--- src/host_port_defines.svh ---
// constants for the parallel host port: direct ports, indirect numbers, bits, timing
// assumes one 40 MHz clock; included by bare name
`ifndef HOST_PORT_DEFINES_SVH
`define HOST_PORT_DEFINES_SVH

// direct ports selected by the two address lines
`define PORT_ADDR        2'h0
`define PORT_DATA        2'h1
`define PORT_FIFO        2'h2
`define PORT_STATUS      2'h3

// indirect register numbers
`define IND_SLOW_LAST    8'h8F
`define IND_PRAM_WRITE   8'h7E
`define IND_CPU_RELEASE  8'h7F
`define IND_PRAM_READ    8'h8E
`define IND_IRQ_ENABLE   8'hC1
`define IND_IRQ_CONFIG   8'hC2

// bit positions
`define BIT_CYCLE_DONE   0
`define BIT_PUSH_PULL    0

// reset values and increments
`define BYTE_ZERO        8'h00
`define PRAM_PTR_ZERO    8'h00
`define PRAM_PTR_STEP    8'h01
`define WAIT_ZERO        12'h000
`define WAIT_STEP        12'h001

// program memory size
`define PRAM_DEPTH       256

// longest internal latency, and its cycle count at the clock rate
`define CLK_PERIOD_NS    25
`define SLOW_LATENCY_US  64
`define SLOW_LATENCY_CYC 12'((`SLOW_LATENCY_US * 1000) / `CLK_PERIOD_NS)

`endif

--- src/host_port_pkg.sv ---
// types shared by the parallel host port
// assumes host_port_defines.svh holds the numeric constants
package host_port_pkg;

    // host cycle sequencer
    typedef enum logic [1:0] {
        ST_IDLE,
        ST_EXEC,
        ST_WAIT,
        ST_DONE
    } host_state_t;

endpackage

--- src/host_port_indirect_access.sv ---
// parallel host port: direct ports, indirect access, program memory load and readback
// assumes host pins are synchronous to clk; internal register side answers with intDone
//
// Functional notes
// - strobe low opens cycle; device pulls ready low, later releases it
// - interrupt is open-drain active low; C2 selects push-pull active high
// - indirect numbers 00-8F may take 64 us; tracked as pending
// - slow read waits after address write; slow write waits after data write
// - enable bit in C1 raises interrupt when slow access completes
// - numbers 90-CF complete at once and never raise cycle-complete
// - read at port 2 returns next sliced VBI byte in one access
// - port 3 reads or writes the status/interrupt flags
// - status bit clears only on a written one; zero leaves it
// - data writes while pointer holds 7E go to next program byte
// - program load holds processor in reset at location zero afterwards
// - any write to 7F releases processor reset; value ignored
// - selecting 8E fetches next program byte and holds processor reset
// - readback completion signalled once fetched byte sits in data port
// - processor stays in reset during readback until 7F write
`timescale 1ns/1ps
`include "host_port_defines.svh"

module host_port_indirect_access (
    // clock and reset
    input  wire logic       clk,
    input  wire logic       resetn,
    // host parallel port pins
    input  wire logic       csN,
    input  wire logic       strobeN,
    input  wire logic       readNotWrite,
    input  wire logic [1:0] hostAddr,
    input  wire logic [7:0] hostDataIn,
    output logic      [7:0] hostDataOut,
    output logic            hostDataOeN,
    output logic            readyOut,
    output logic            readyOeN,
    // interrupt pin
    output logic            irqOut,
    output logic            irqOeN,
    // internal register side
    output logic            host_irq_out,
    output logic            intWrite,
    output logic      [7:0] intAddr,
    output logic      [7:0] intWData,
    input  wire logic [7:0] intRData,
    input  wire logic       intDone,
    // sliced VBI data, show-ahead
    input  wire logic [7:0] fifoData,
    output logic            fifoPop,
    // other interrupt sources, one-cycle events, bit 0 unused
    input  wire logic [7:0] srcEvent,
    // microprocessor held in reset at location zero
    output logic            cpuHold
);

    host_port_pkg::host_state_t state;

    logic [1:0] cycPort;
    logic       cycRead;
    logic [7:0] cycData;
    logic [7:0] addrPtr;
    logic [7:0] dataReg;
    logic [7:0] irqEnable;
    logic [7:0] irqConfig;
    logic [7:0] status;
    logic [7:0] clearMask;
    logic       doneSet;
    logic       pending;
    logic       pendRead;
    logic [11:0] waitCount;
    logic [7:0] ramPtr;
    logic [7:0] pram [`PRAM_DEPTH];
    logic       ramWrite;
    logic       slowSel;
    logic       localSel;
    logic       pendFinish;

    // decode of the currently selected indirect number
    assign slowSel    = (addrPtr <= `IND_SLOW_LAST);
    assign localSel   = (addrPtr == `IND_PRAM_WRITE) || (addrPtr == `IND_CPU_RELEASE) ||
                        (addrPtr == `IND_PRAM_READ) || (addrPtr == `IND_IRQ_ENABLE) ||
                        (addrPtr == `IND_IRQ_CONFIG);
    // timeout ends a stuck access so the host never hangs past the worst latency
    assign pendFinish = pending && (intDone || (waitCount >= `SLOW_LATENCY_CYC));
    assign ramWrite   = (state == host_port_pkg::ST_EXEC) && !cycRead && (cycPort == `PORT_DATA) &&
                        (addrPtr == `IND_PRAM_WRITE);

    // host cycle sequencer and indirect access control
    always_ff @(posedge clk) begin
        if (!resetn) begin
            state       <= host_port_pkg::ST_IDLE;
            cycPort     <= `PORT_ADDR;
            cycRead     <= 1'b0;
            cycData     <= `BYTE_ZERO;
            addrPtr     <= `BYTE_ZERO;
            dataReg     <= `BYTE_ZERO;
            irqEnable   <= `BYTE_ZERO;
            irqConfig   <= `BYTE_ZERO;
            hostDataOut <= `BYTE_ZERO;
            hostDataOeN <= 1'b1;
            readyOeN    <= 1'b1;
            host_irq_out      <= 1'b0;
            intWrite    <= 1'b0;
            intAddr     <= `BYTE_ZERO;
            intWData    <= `BYTE_ZERO;
            pending     <= 1'b0;
            pendRead    <= 1'b0;
            waitCount   <= `WAIT_ZERO;
            fifoPop     <= 1'b0;
            clearMask   <= `BYTE_ZERO;
            doneSet     <= 1'b0;
            ramPtr      <= `PRAM_PTR_ZERO;
            cpuHold     <= 1'b0;
        end else begin
            host_irq_out    <= 1'b0;
            fifoPop   <= 1'b0;
            clearMask <= `BYTE_ZERO;
            doneSet   <= 1'b0;
            // slow access finishing in the background
            if (pending) begin
                waitCount <= waitCount + `WAIT_STEP;
            end
            if (pendFinish) begin
                pending <= 1'b0;
                doneSet <= 1'b1;
                if (pendRead) begin
                    dataReg <= intRData;
                end
            end
            unique case (state)
                host_port_pkg::ST_IDLE: begin
                    if (!csN && !strobeN) begin
                        cycPort  <= hostAddr;
                        cycRead  <= readNotWrite;
                        cycData  <= hostDataIn;
                        readyOeN <= 1'b0;
                        state    <= host_port_pkg::ST_EXEC;
                    end
                end
                host_port_pkg::ST_EXEC: begin
                    // ready stays low; indirect ports wait out a pending access
                    if (pending && (cycPort == `PORT_ADDR || cycPort == `PORT_DATA)) begin
                        state <= host_port_pkg::ST_EXEC;
                    end else begin
                        state <= host_port_pkg::ST_DONE;
                        unique case (cycPort)
                            `PORT_ADDR: begin
                                if (cycRead) begin
                                    hostDataOut <= addrPtr;
                                end else begin
                                    addrPtr <= cycData;
                                    if (cycData == `IND_PRAM_READ) begin
                                        dataReg <= pram[ramPtr];
                                        ramPtr  <= ramPtr + `PRAM_PTR_STEP;
                                        cpuHold <= 1'b1;
                                        doneSet <= 1'b1;
                                    end else if (cycData <= `IND_SLOW_LAST &&
                                                 cycData != `IND_PRAM_WRITE &&
                                                 cycData != `IND_CPU_RELEASE) begin
                                        host_irq_out    <= 1'b1;
                                        intWrite  <= 1'b0;
                                        intAddr   <= cycData;
                                        pending   <= 1'b1;
                                        pendRead  <= 1'b1;
                                        waitCount <= `WAIT_ZERO;
                                    end
                                end
                            end
                            `PORT_DATA: begin
                                if (addrPtr == `IND_IRQ_ENABLE) begin
                                    if (cycRead) hostDataOut <= irqEnable;
                                    else irqEnable <= cycData;
                                end else if (addrPtr == `IND_IRQ_CONFIG) begin
                                    if (cycRead) hostDataOut <= irqConfig;
                                    else irqConfig <= cycData;
                                end else if (slowSel && cycRead) begin
                                    hostDataOut <= dataReg;
                                end else if (!cycRead && addrPtr == `IND_PRAM_WRITE) begin
                                    ramPtr  <= ramPtr + `PRAM_PTR_STEP;
                                    cpuHold <= 1'b1;
                                    doneSet <= 1'b1;
                                end else if (!cycRead && addrPtr == `IND_CPU_RELEASE) begin
                                    cpuHold <= 1'b0;
                                    ramPtr  <= `PRAM_PTR_ZERO;
                                    doneSet <= 1'b1;
                                end else if (!cycRead && slowSel && !localSel) begin
                                    host_irq_out    <= 1'b1;
                                    intWrite  <= 1'b1;
                                    intAddr   <= addrPtr;
                                    intWData  <= cycData;
                                    pending   <= 1'b1;
                                    pendRead  <= 1'b0;
                                    waitCount <= `WAIT_ZERO;
                                end else begin
                                    // fast range: finish inside this host cycle, no flag
                                    host_irq_out    <= 1'b1;
                                    intWrite  <= !cycRead;
                                    intAddr   <= addrPtr;
                                    intWData  <= cycData;
                                    waitCount <= `WAIT_ZERO;
                                    state     <= host_port_pkg::ST_WAIT;
                                end
                            end
                            `PORT_FIFO: begin
                                if (cycRead) begin
                                    hostDataOut <= fifoData;
                                    fifoPop     <= 1'b1;
                                end
                            end
                            `PORT_STATUS: begin
                                if (cycRead) hostDataOut <= status;
                                else clearMask <= cycData;
                            end
                        endcase
                    end
                end
                host_port_pkg::ST_WAIT: begin
                    waitCount <= waitCount + `WAIT_STEP;
                    if (intDone || waitCount >= `SLOW_LATENCY_CYC) begin
                        hostDataOut <= intRData;
                        state       <= host_port_pkg::ST_DONE;
                    end
                end
                host_port_pkg::ST_DONE: begin
                    // data is driven in the same cycle that ready is released
                    if (cycRead) begin
                        hostDataOeN <= 1'b0;
                    end
                    readyOeN <= 1'b1;
                    if (strobeN) begin
                        hostDataOeN <= 1'b1;
                        state       <= host_port_pkg::ST_IDLE;
                    end
                end
            endcase
        end
    end

    // ready only ever pulled low; the external pull-up releases it
    always_ff @(posedge clk) begin
        readyOut <= 1'b0;
    end

    // program memory in flip-flops, loaded one byte per data write
    always_ff @(posedge clk) begin
        if (ramWrite) begin
            pram[ramPtr] <= cycData;
        end
    end

    // sticky flags: a set in the clearing cycle wins
    always_ff @(posedge clk) begin
        if (!resetn) begin
            status <= `BYTE_ZERO;
        end else begin
            status <= (status & ~clearMask) | srcEvent |
                      (8'(doneSet) << `BIT_CYCLE_DONE);
        end
    end

    // interrupt pin: open drain active low unless push-pull chosen
    always_ff @(posedge clk) begin
        if (!resetn) begin
            irqOut <= 1'b0;
            irqOeN <= 1'b1;
        end else if (irqConfig[`BIT_PUSH_PULL]) begin
            irqOut <= |(status & irqEnable);
            irqOeN <= 1'b0;
        end else begin
            irqOut <= 1'b0;
            irqOeN <= ~|(status & irqEnable);
        end
    end

endmodule // host_port_indirect_access

--- config.mk ---
export PLATFORM = sky130hd
export DESIGN_NAME = host_port_indirect_access
export DESIGN_NICKNAME = d
export VERILOG_FILES = /design/src/host_port_pkg.sv /design/src/host_port_indirect_access.sv
export VERILOG_INCLUDE_DIRS = /design/src /design/src/src
export SDC_FILE = /design/constraint.sdc
export NUM_CORES = 2
export LEC_CHECK = 0
export BUFFER_PORTS_ARGS = -buffer_cell sky130_fd_sc_hd__clkbuf_2
export CORE_ASPECT_RATIO = 0.9
export CORE_UTILIZATION = 45
export CTS_BUF_LIST = sky130_fd_sc_hd__clkbuf_4 sky130_fd_sc_hd__clkbuf_8 sky130_fd_sc_hd__clkbuf_16
export DETAILED_ROUTE_END_ITERATION = 6
export SLEW_MARGIN = 0
export SYNTH_ARGS = -nofsm -noshare
export SYNTH_HDL_FRONTEND = slang
export SYNTH_SLANG_ARGS = --single-unit
--- constraint.sdc ---
create_clock -name clk -period 13.55 [get_ports clk]
set_clock_uncertainty 0.1 [all_clocks]
set_input_delay 2.71 -clock clk [delete_from_list [all_inputs] [get_ports clk]]
set_output_delay 2.71 -clock clk [all_outputs]
set_load 0.01 [all_outputs]
Word-level counts from Yosys, hierarchy flattened
Memory sizes are Yosys's and may differ from the RTL's. A register that Yosys moved wholly into a read port is not among the register bits.
Index checks and enable logic that the tools add are counted.
{ "totals": {"out_inout_bits": 33, "ram_bits": 2048, "memories": 1, "word_cells": 261, "inputBits": 40, "ff_bits": 116} }
{ "classes": {"n_eq_ne": 35, "n_bitwise": 16, "n_lt_le_gt_ge": 3, "reduce_logical": 47, "addsub": 2, "n_mux": 131} }
{ "memory_table": {"columns": ["memory", "depth", "width", "rd", "rd_ports_with_merged_regs", "write_ports", "line_no", "text"], "rows": [
  ["pram", 256, 8, 1, 1, 1, "host_port_indirect_access.sv:72", "logic [7:0] pram [`PRAM_DEPTH];"]
]} }
{ "ops": {"columns": ["operator", "n"], "rows": [
  ["2-to-1 mux 8 bit", 34],
  ["2-to-1 mux 12 bit", 10],
  ["2-to-1 mux 1 bit", 69],
  ["case mux 12 bit (2 select lines)", 2],
  ["case mux 8 bit (2 select lines)", 3],
  ["== test 8 bit, second input constant", 4],
  ["case mux 8 bit (4 select lines)", 1],
  ["!= test 2 bit, second input constant", 11],
  ["AND reduction 9 bit", 2],
  ["bitwise AND 8 bit", 2],
  ["== test 8 x 7 -> 1 bit, second input constant", 2],
  ["less-or-equal comparator 8 bit, second input constant", 2],
  ["!= test 8 x 7 -> 1 bit, second input constant", 2],
  ["case mux 1 bit (2 select lines)", 7],
  ["logical AND 1 bit", 13],
  ["adder 12 x 1 -> 12 bit, second input constant", 1],
  [">= comparator 12 bit, second input constant", 1],
  ["AND reduction 12 bit", 1],
  ["inverter 1 bit", 11],
  ["AND reduction 11 bit", 1],
  ["!= test 3 bit, second input constant", 3],
  ["adder 8 x 1 -> 8 bit, second input constant", 1],
  ["== test 2 bit, second input constant", 4],
  ["2-to-1 mux 2 bit", 4],
  ["other kinds (23)", 43]
]} }

Logic depth before layout (Yosys ltp)
{ "depth": {"depth_word": 16, "mapped_depth": 12, "mapped_depth_nobuf": 9} }

Least setup slack after synthesis
Ideal clock, no wire load.
{ "synth_timing": {"path_kind": "reg-to-reg", "startpoint": "register cycData[3]", "endpoint": "register dataReg[0]", "period_less_slack_ns": 5.734, "path_stages_with_launch": 10, "path_buffers": 2, "arrival_time_ns": 5.555, "slack_ns": 7.816, "setup_time_ns": 0.079, "cell_sequence": "dfxtp_1 -> buf_2 -> nand4b_1 -> nand4bb_1 -> nor3b_1 -> nor2b_1 -> clkbuf_1 -> nand3_1 -> or4_1 -> o211ai_1"} }
{ "synth_via": {"elab_chain_len": 6} }
{ "synth_rtl": {"columns": ["element", "line_no", "text"], "rows": [
  ["from (decl)", "host_port_indirect_access.sv:60", "logic [7:0] cycData;"],
  ["from (signal assigned)", "host_port_indirect_access.sv:94", "cycData <= `BYTE_ZERO;"],
  ["from (signal assigned)", "host_port_indirect_access.sv:135", "cycData <= hostDataIn;"],
  ["== test 8 bit (no source line)", null, null],
  ["2-to-1 mux 8 bit", "host_port_indirect_access.sv:152", "if (cycData == `IND_PRAM_READ) begin"],
  ["2-to-1 mux 8 bit", "host_port_indirect_access.sv:148", "if (cycRead) begin"],
  ["2-to-1 mux 8 bit", "host_port_indirect_access.sv:146", "unique case (cycPort)"],
  ["2-to-1 mux 8 bit", "host_port_indirect_access.sv:142", "if (pending && (cycPort == `PORT_ADDR || cycPort == `PORT_DATA)) begin"],
  ["2-to-1 mux 8 bit", "host_port_indirect_access.sv:130", "unique case (state)"],
  ["to (signal assigned)", "host_port_indirect_access.sv:96", "dataReg <= `BYTE_ZERO;"],
  ["to (signal assigned)", "host_port_indirect_access.sv:127", "dataReg <= intRData;"],
  ["to (signal assigned)", "host_port_indirect_access.sv:153", "dataReg <= pram[ramPtr];"],
  ["to (decl)", "host_port_indirect_access.sv:62", "logic [7:0] dataReg;"]
]} }
Every way passes these cells.
A chain may end at the register's enable or synchronous reset.

==> impl_metrics.toml <==
[run_status]
status = "complete, but fails checks"
violations = "DRC"

[timing]
slew-limit-headroom_pct = 9.96
finalCriticalPeriod_ns = 5.07
worst_pin_slew_ns = 1.35
finalMaxSlewViolations = 0
setup_violations = 0
fin_tns_setup_ns = 0
max_freq_ghz = 0.197
whs_ns = 0.371
finalCritPeriodShare_pct = 37.4
rsz0062_at_grt = "no"
hold_violations = 0

[global_route]
antenna_found_initial = 10
overflow = 0
grt.total_usage_pct = 23.9
grt_start_max_net_pins = 214
grt_first_pass_wirelength_mm = 330
grt_pass1_vias = 44330

[final_layout]
regMostFlops = "pram"
largest_reg_flops = 2048
final_nets = 4828
fillers = 15243
syn2layout_area_growth_pct = 11.1
layout-drive-gt1-share_pct = 18.6
largest_registers = "pram x2048, waitCount x12"
n_antenna_cell = 0

[floorplanning]
die_y_um = 416
std_cell_rows = 151
initial_core_util_pct = 45.4
dieArea_um2 = 192000
boundaryPins = 73
coreArea_um2 = 189000
die_w_um = 462

[clock_tree]
h-tree-depth = 4
path_clk_slew_ns = 0.06
cts.repair.resized = 0
cts_hold_buf = 0
cts_tree = "yes"
numCtsBuffers = 212
clkLatencyLatePin_ns = 0.85
cts_sinks = 2172
cts_setup_buffers = 0
root_buffer = "clkbuf_16"
clockBufferDepth = 3

[synthesis]
synth_edf_count = 2048
syn_area_um2 = 85700
seq_area_frac_synth_pct = 74.6
synthFlopType = "edfxtp_1"
synth.avg_cell_area_um2 = 18.3
synth.distinct_cells = 79
async_flop_share_pct = 0
synth_fp_nets = 4729
yosys_warnings = 0
ys_ff_latch = 2172
netlist_instances = 4679

[worst_setup_path]
r2r_cells = 10
crit_required_ns = 14.24
rrSetupSlack_ns = 8.55
crit_path_start_kind = "primary input"
cp-end-kind = "register"
path_max_fanout = 11
worstPathArrival_ns = 5.75
critPathKind = "primary input to register"
timing.rr.end = "dataReg[6]"

[route]
drt_iter0_markers = 5413
wl_met1_mm = 100
wl_per_cell_um = 30.9
met2_length_mm = 104
top_layer = "met5"
viasPerCell = 6.10
dr_total_vias = 45629
drc = 1
antenna_left = 0
dr.pass1.iters = 7
wl_met3_mm = 19.7
routed_wl_mm = 231

[place]
gp_congestion = 0.905
port_buffers = 71
dp.final_hpwl_mm = 142

[power]
p_per_area_nw_per_um2 = 141
p_leak_nw = 27.1
ir_worst_vdd_mv = 0.107

[hold_path]
min_to = "cpuHold"
hold_depth = 2
worstHoldStart = "cpuHold"
min_path_type = "register to register"

[run]
maxCapViolations = 0
[worst max path at each step]
stage,start,endpoint,slack [ns]
2_1_floorplan,cycData[3],dataReg[0],7.82
3_3_place_gp,resetn,dataReg[2],7.98
3_5_place_dp,resetn,dataReg[2],7.96
4_1_cts,register,dataReg[6],8.54
5_1_grt,register,dataReg[6],8.30
6_report,resetn,dataReg[2],8.48
[critical path, stage by stage]
cell	delay (ns)
clkbuf_2	0.31
inv_2	0.06
nor3b_1	0.85
nor2b_1	0.79
nand4_1	0.19
nor4_1	0.61
or3_1	0.22
[per-layer routing]
| metal | vias up | GRT usage, % |
|---|---|---|
| met4 | 4 | 7.24 |
| li1 | 19148 | - |
| met3 | 338 | 5.30 |
| met5 | - | 0 |
| met1 | 24120 | 35.6 |
| met2 | 2019 | 35.3 |
[layout by cell type (no fill, tap or decap), types with 10 or more instances in the layout]
| cell type | netlist | routed |
|---|---|---|
| edfxtp_1 | 2048 | 2048 |
| mux2i_1 | 446 | 446 |
| nor2_1 | 366 | 362 |
| mux4_2 | 321 | 321 |
| clkbuf_16 | 0 | 214 |
| nand2_1 | 179 | 176 |
| o22ai_1 | 126 | 126 |
| a21oi_1 | 118 | 118 |
| dfxtp_1 | 124 | 112 |
| buf_4 | 48 | 100 |
| o21ai_0 | 80 | 78 |
| a211oi_1 | 76 | 75 |
| clkbuf_2 | 0 | 71 |
| clkbuf_4 | 0 | 63 |
| o221ai_1 | 51 | 51 |
| clkinv_1 | 2 | 46 |
| nand3_1 | 44 | 44 |
| clkinv_2 | 0 | 42 |
| nor3_1 | 35 | 33 |
| a221oi_1 | 33 | 33 |
| a22oi_1 | 33 | 33 |
| nor2b_1 | 28 | 26 |
| inv_1 | 19 | 19 |
| nand4_1 | 18 | 18 |
| and2_1 | 14 | 15 |
| and3_1 | 15 | 15 |
| a311oi_1 | 15 | 15 |
| a2111oi_0 | 19 | 15 |
| nand2b_1 | 15 | 14 |
| mux2_2 | 13 | 13 |
| dfxtp_4 | 0 | 12 |
| or3_1 | 11 | 11 |
| o21ai_1 | 9 | 11 |
| bufinv_16 | 0 | 11 |
| a31oi_1 | 10 | 10 |
| o221ai_2 | 10 | 10 |
| ha_1 | 10 | 10 |
[where the power goes]
group	switching (mW)	total [mW]	internal [mW]	leakage, nW
clock network	2.55	5.84	3.29	3.48
registers	0.0290	7.36	7.33	18.1
logic	0.149	0.198	0.0490	5.53
[cells in the mapped netlist, types with 28 or more instances]
master,count,share of area (%)
a211oi_1,76,0.67
a22oi_1,33,0.29
mux4_2,321,8.4
mux2i_1,446,5.2
nand3_1,44,0.26
buf_4,48,0.42
edfxtp_1,2048,72
a21oi_1,118,0.69
clkbuf_1,101,0.44
o22ai_1,126,0.92
nor2b_1,28,0.20
dfxtp_1,124,2.9
a221oi_1,33,0.34
nand2_1,179,0.78
o21ai_0,80,0.47
o221ai_1,51,0.52
nor3_1,35,0.20
buf_2,76,0.44
buf_6,38,0.50
nor2_1,366,1.6
[cell families after synthesis]
group           after synthesis  share of synthesized area (%)
mux                         780                           13.8
simple gates                762                           3.94
compound gates              637                           5.11
fa+ha+maj                    10                          0.146
other cells                   1                        0.00437
flops                      2172                           74.6
buf+inv                     316                           2.35
xor+xnor                      1                         0.0102
[layout make-up]
cell class,instances,area (um2),share of cell area [%]
well taps,2524,3160,3.32
multi-input cells,2191,19800,20.8
repair buffers,178,1240,1.30
flip-flops and latches,2172,64000,67.2
inverters,23,91.3,0.0959
clock buffers,284,5920,6.22
clock inverters,114,972,1.02
[per-stage QoR]
| step | instances | util, % | instance area, um2 | power (mW) | setup WS (ns) |
|---|---|---|---|---|---|
| detailed placement | 7088 | 46.8 | 88300 | 7.70 | 7.96 |
| CTS | 7486 | 50.5 | 95200 | 13.5 | 8.54 |
| global placement | 7086 | 46.8 | 88300 | 7.70 | 7.98 |
| global route | 7486 | 50.5 | 95200 | 13.7 | 8.30 |
| finish | 7486 | 50.5 | 95200 | 13.4 | 8.48 |
| floorplan | 4679 | - | 85700 | 7.63 | 7.82 |
Power figures use the tool's default switching activity.
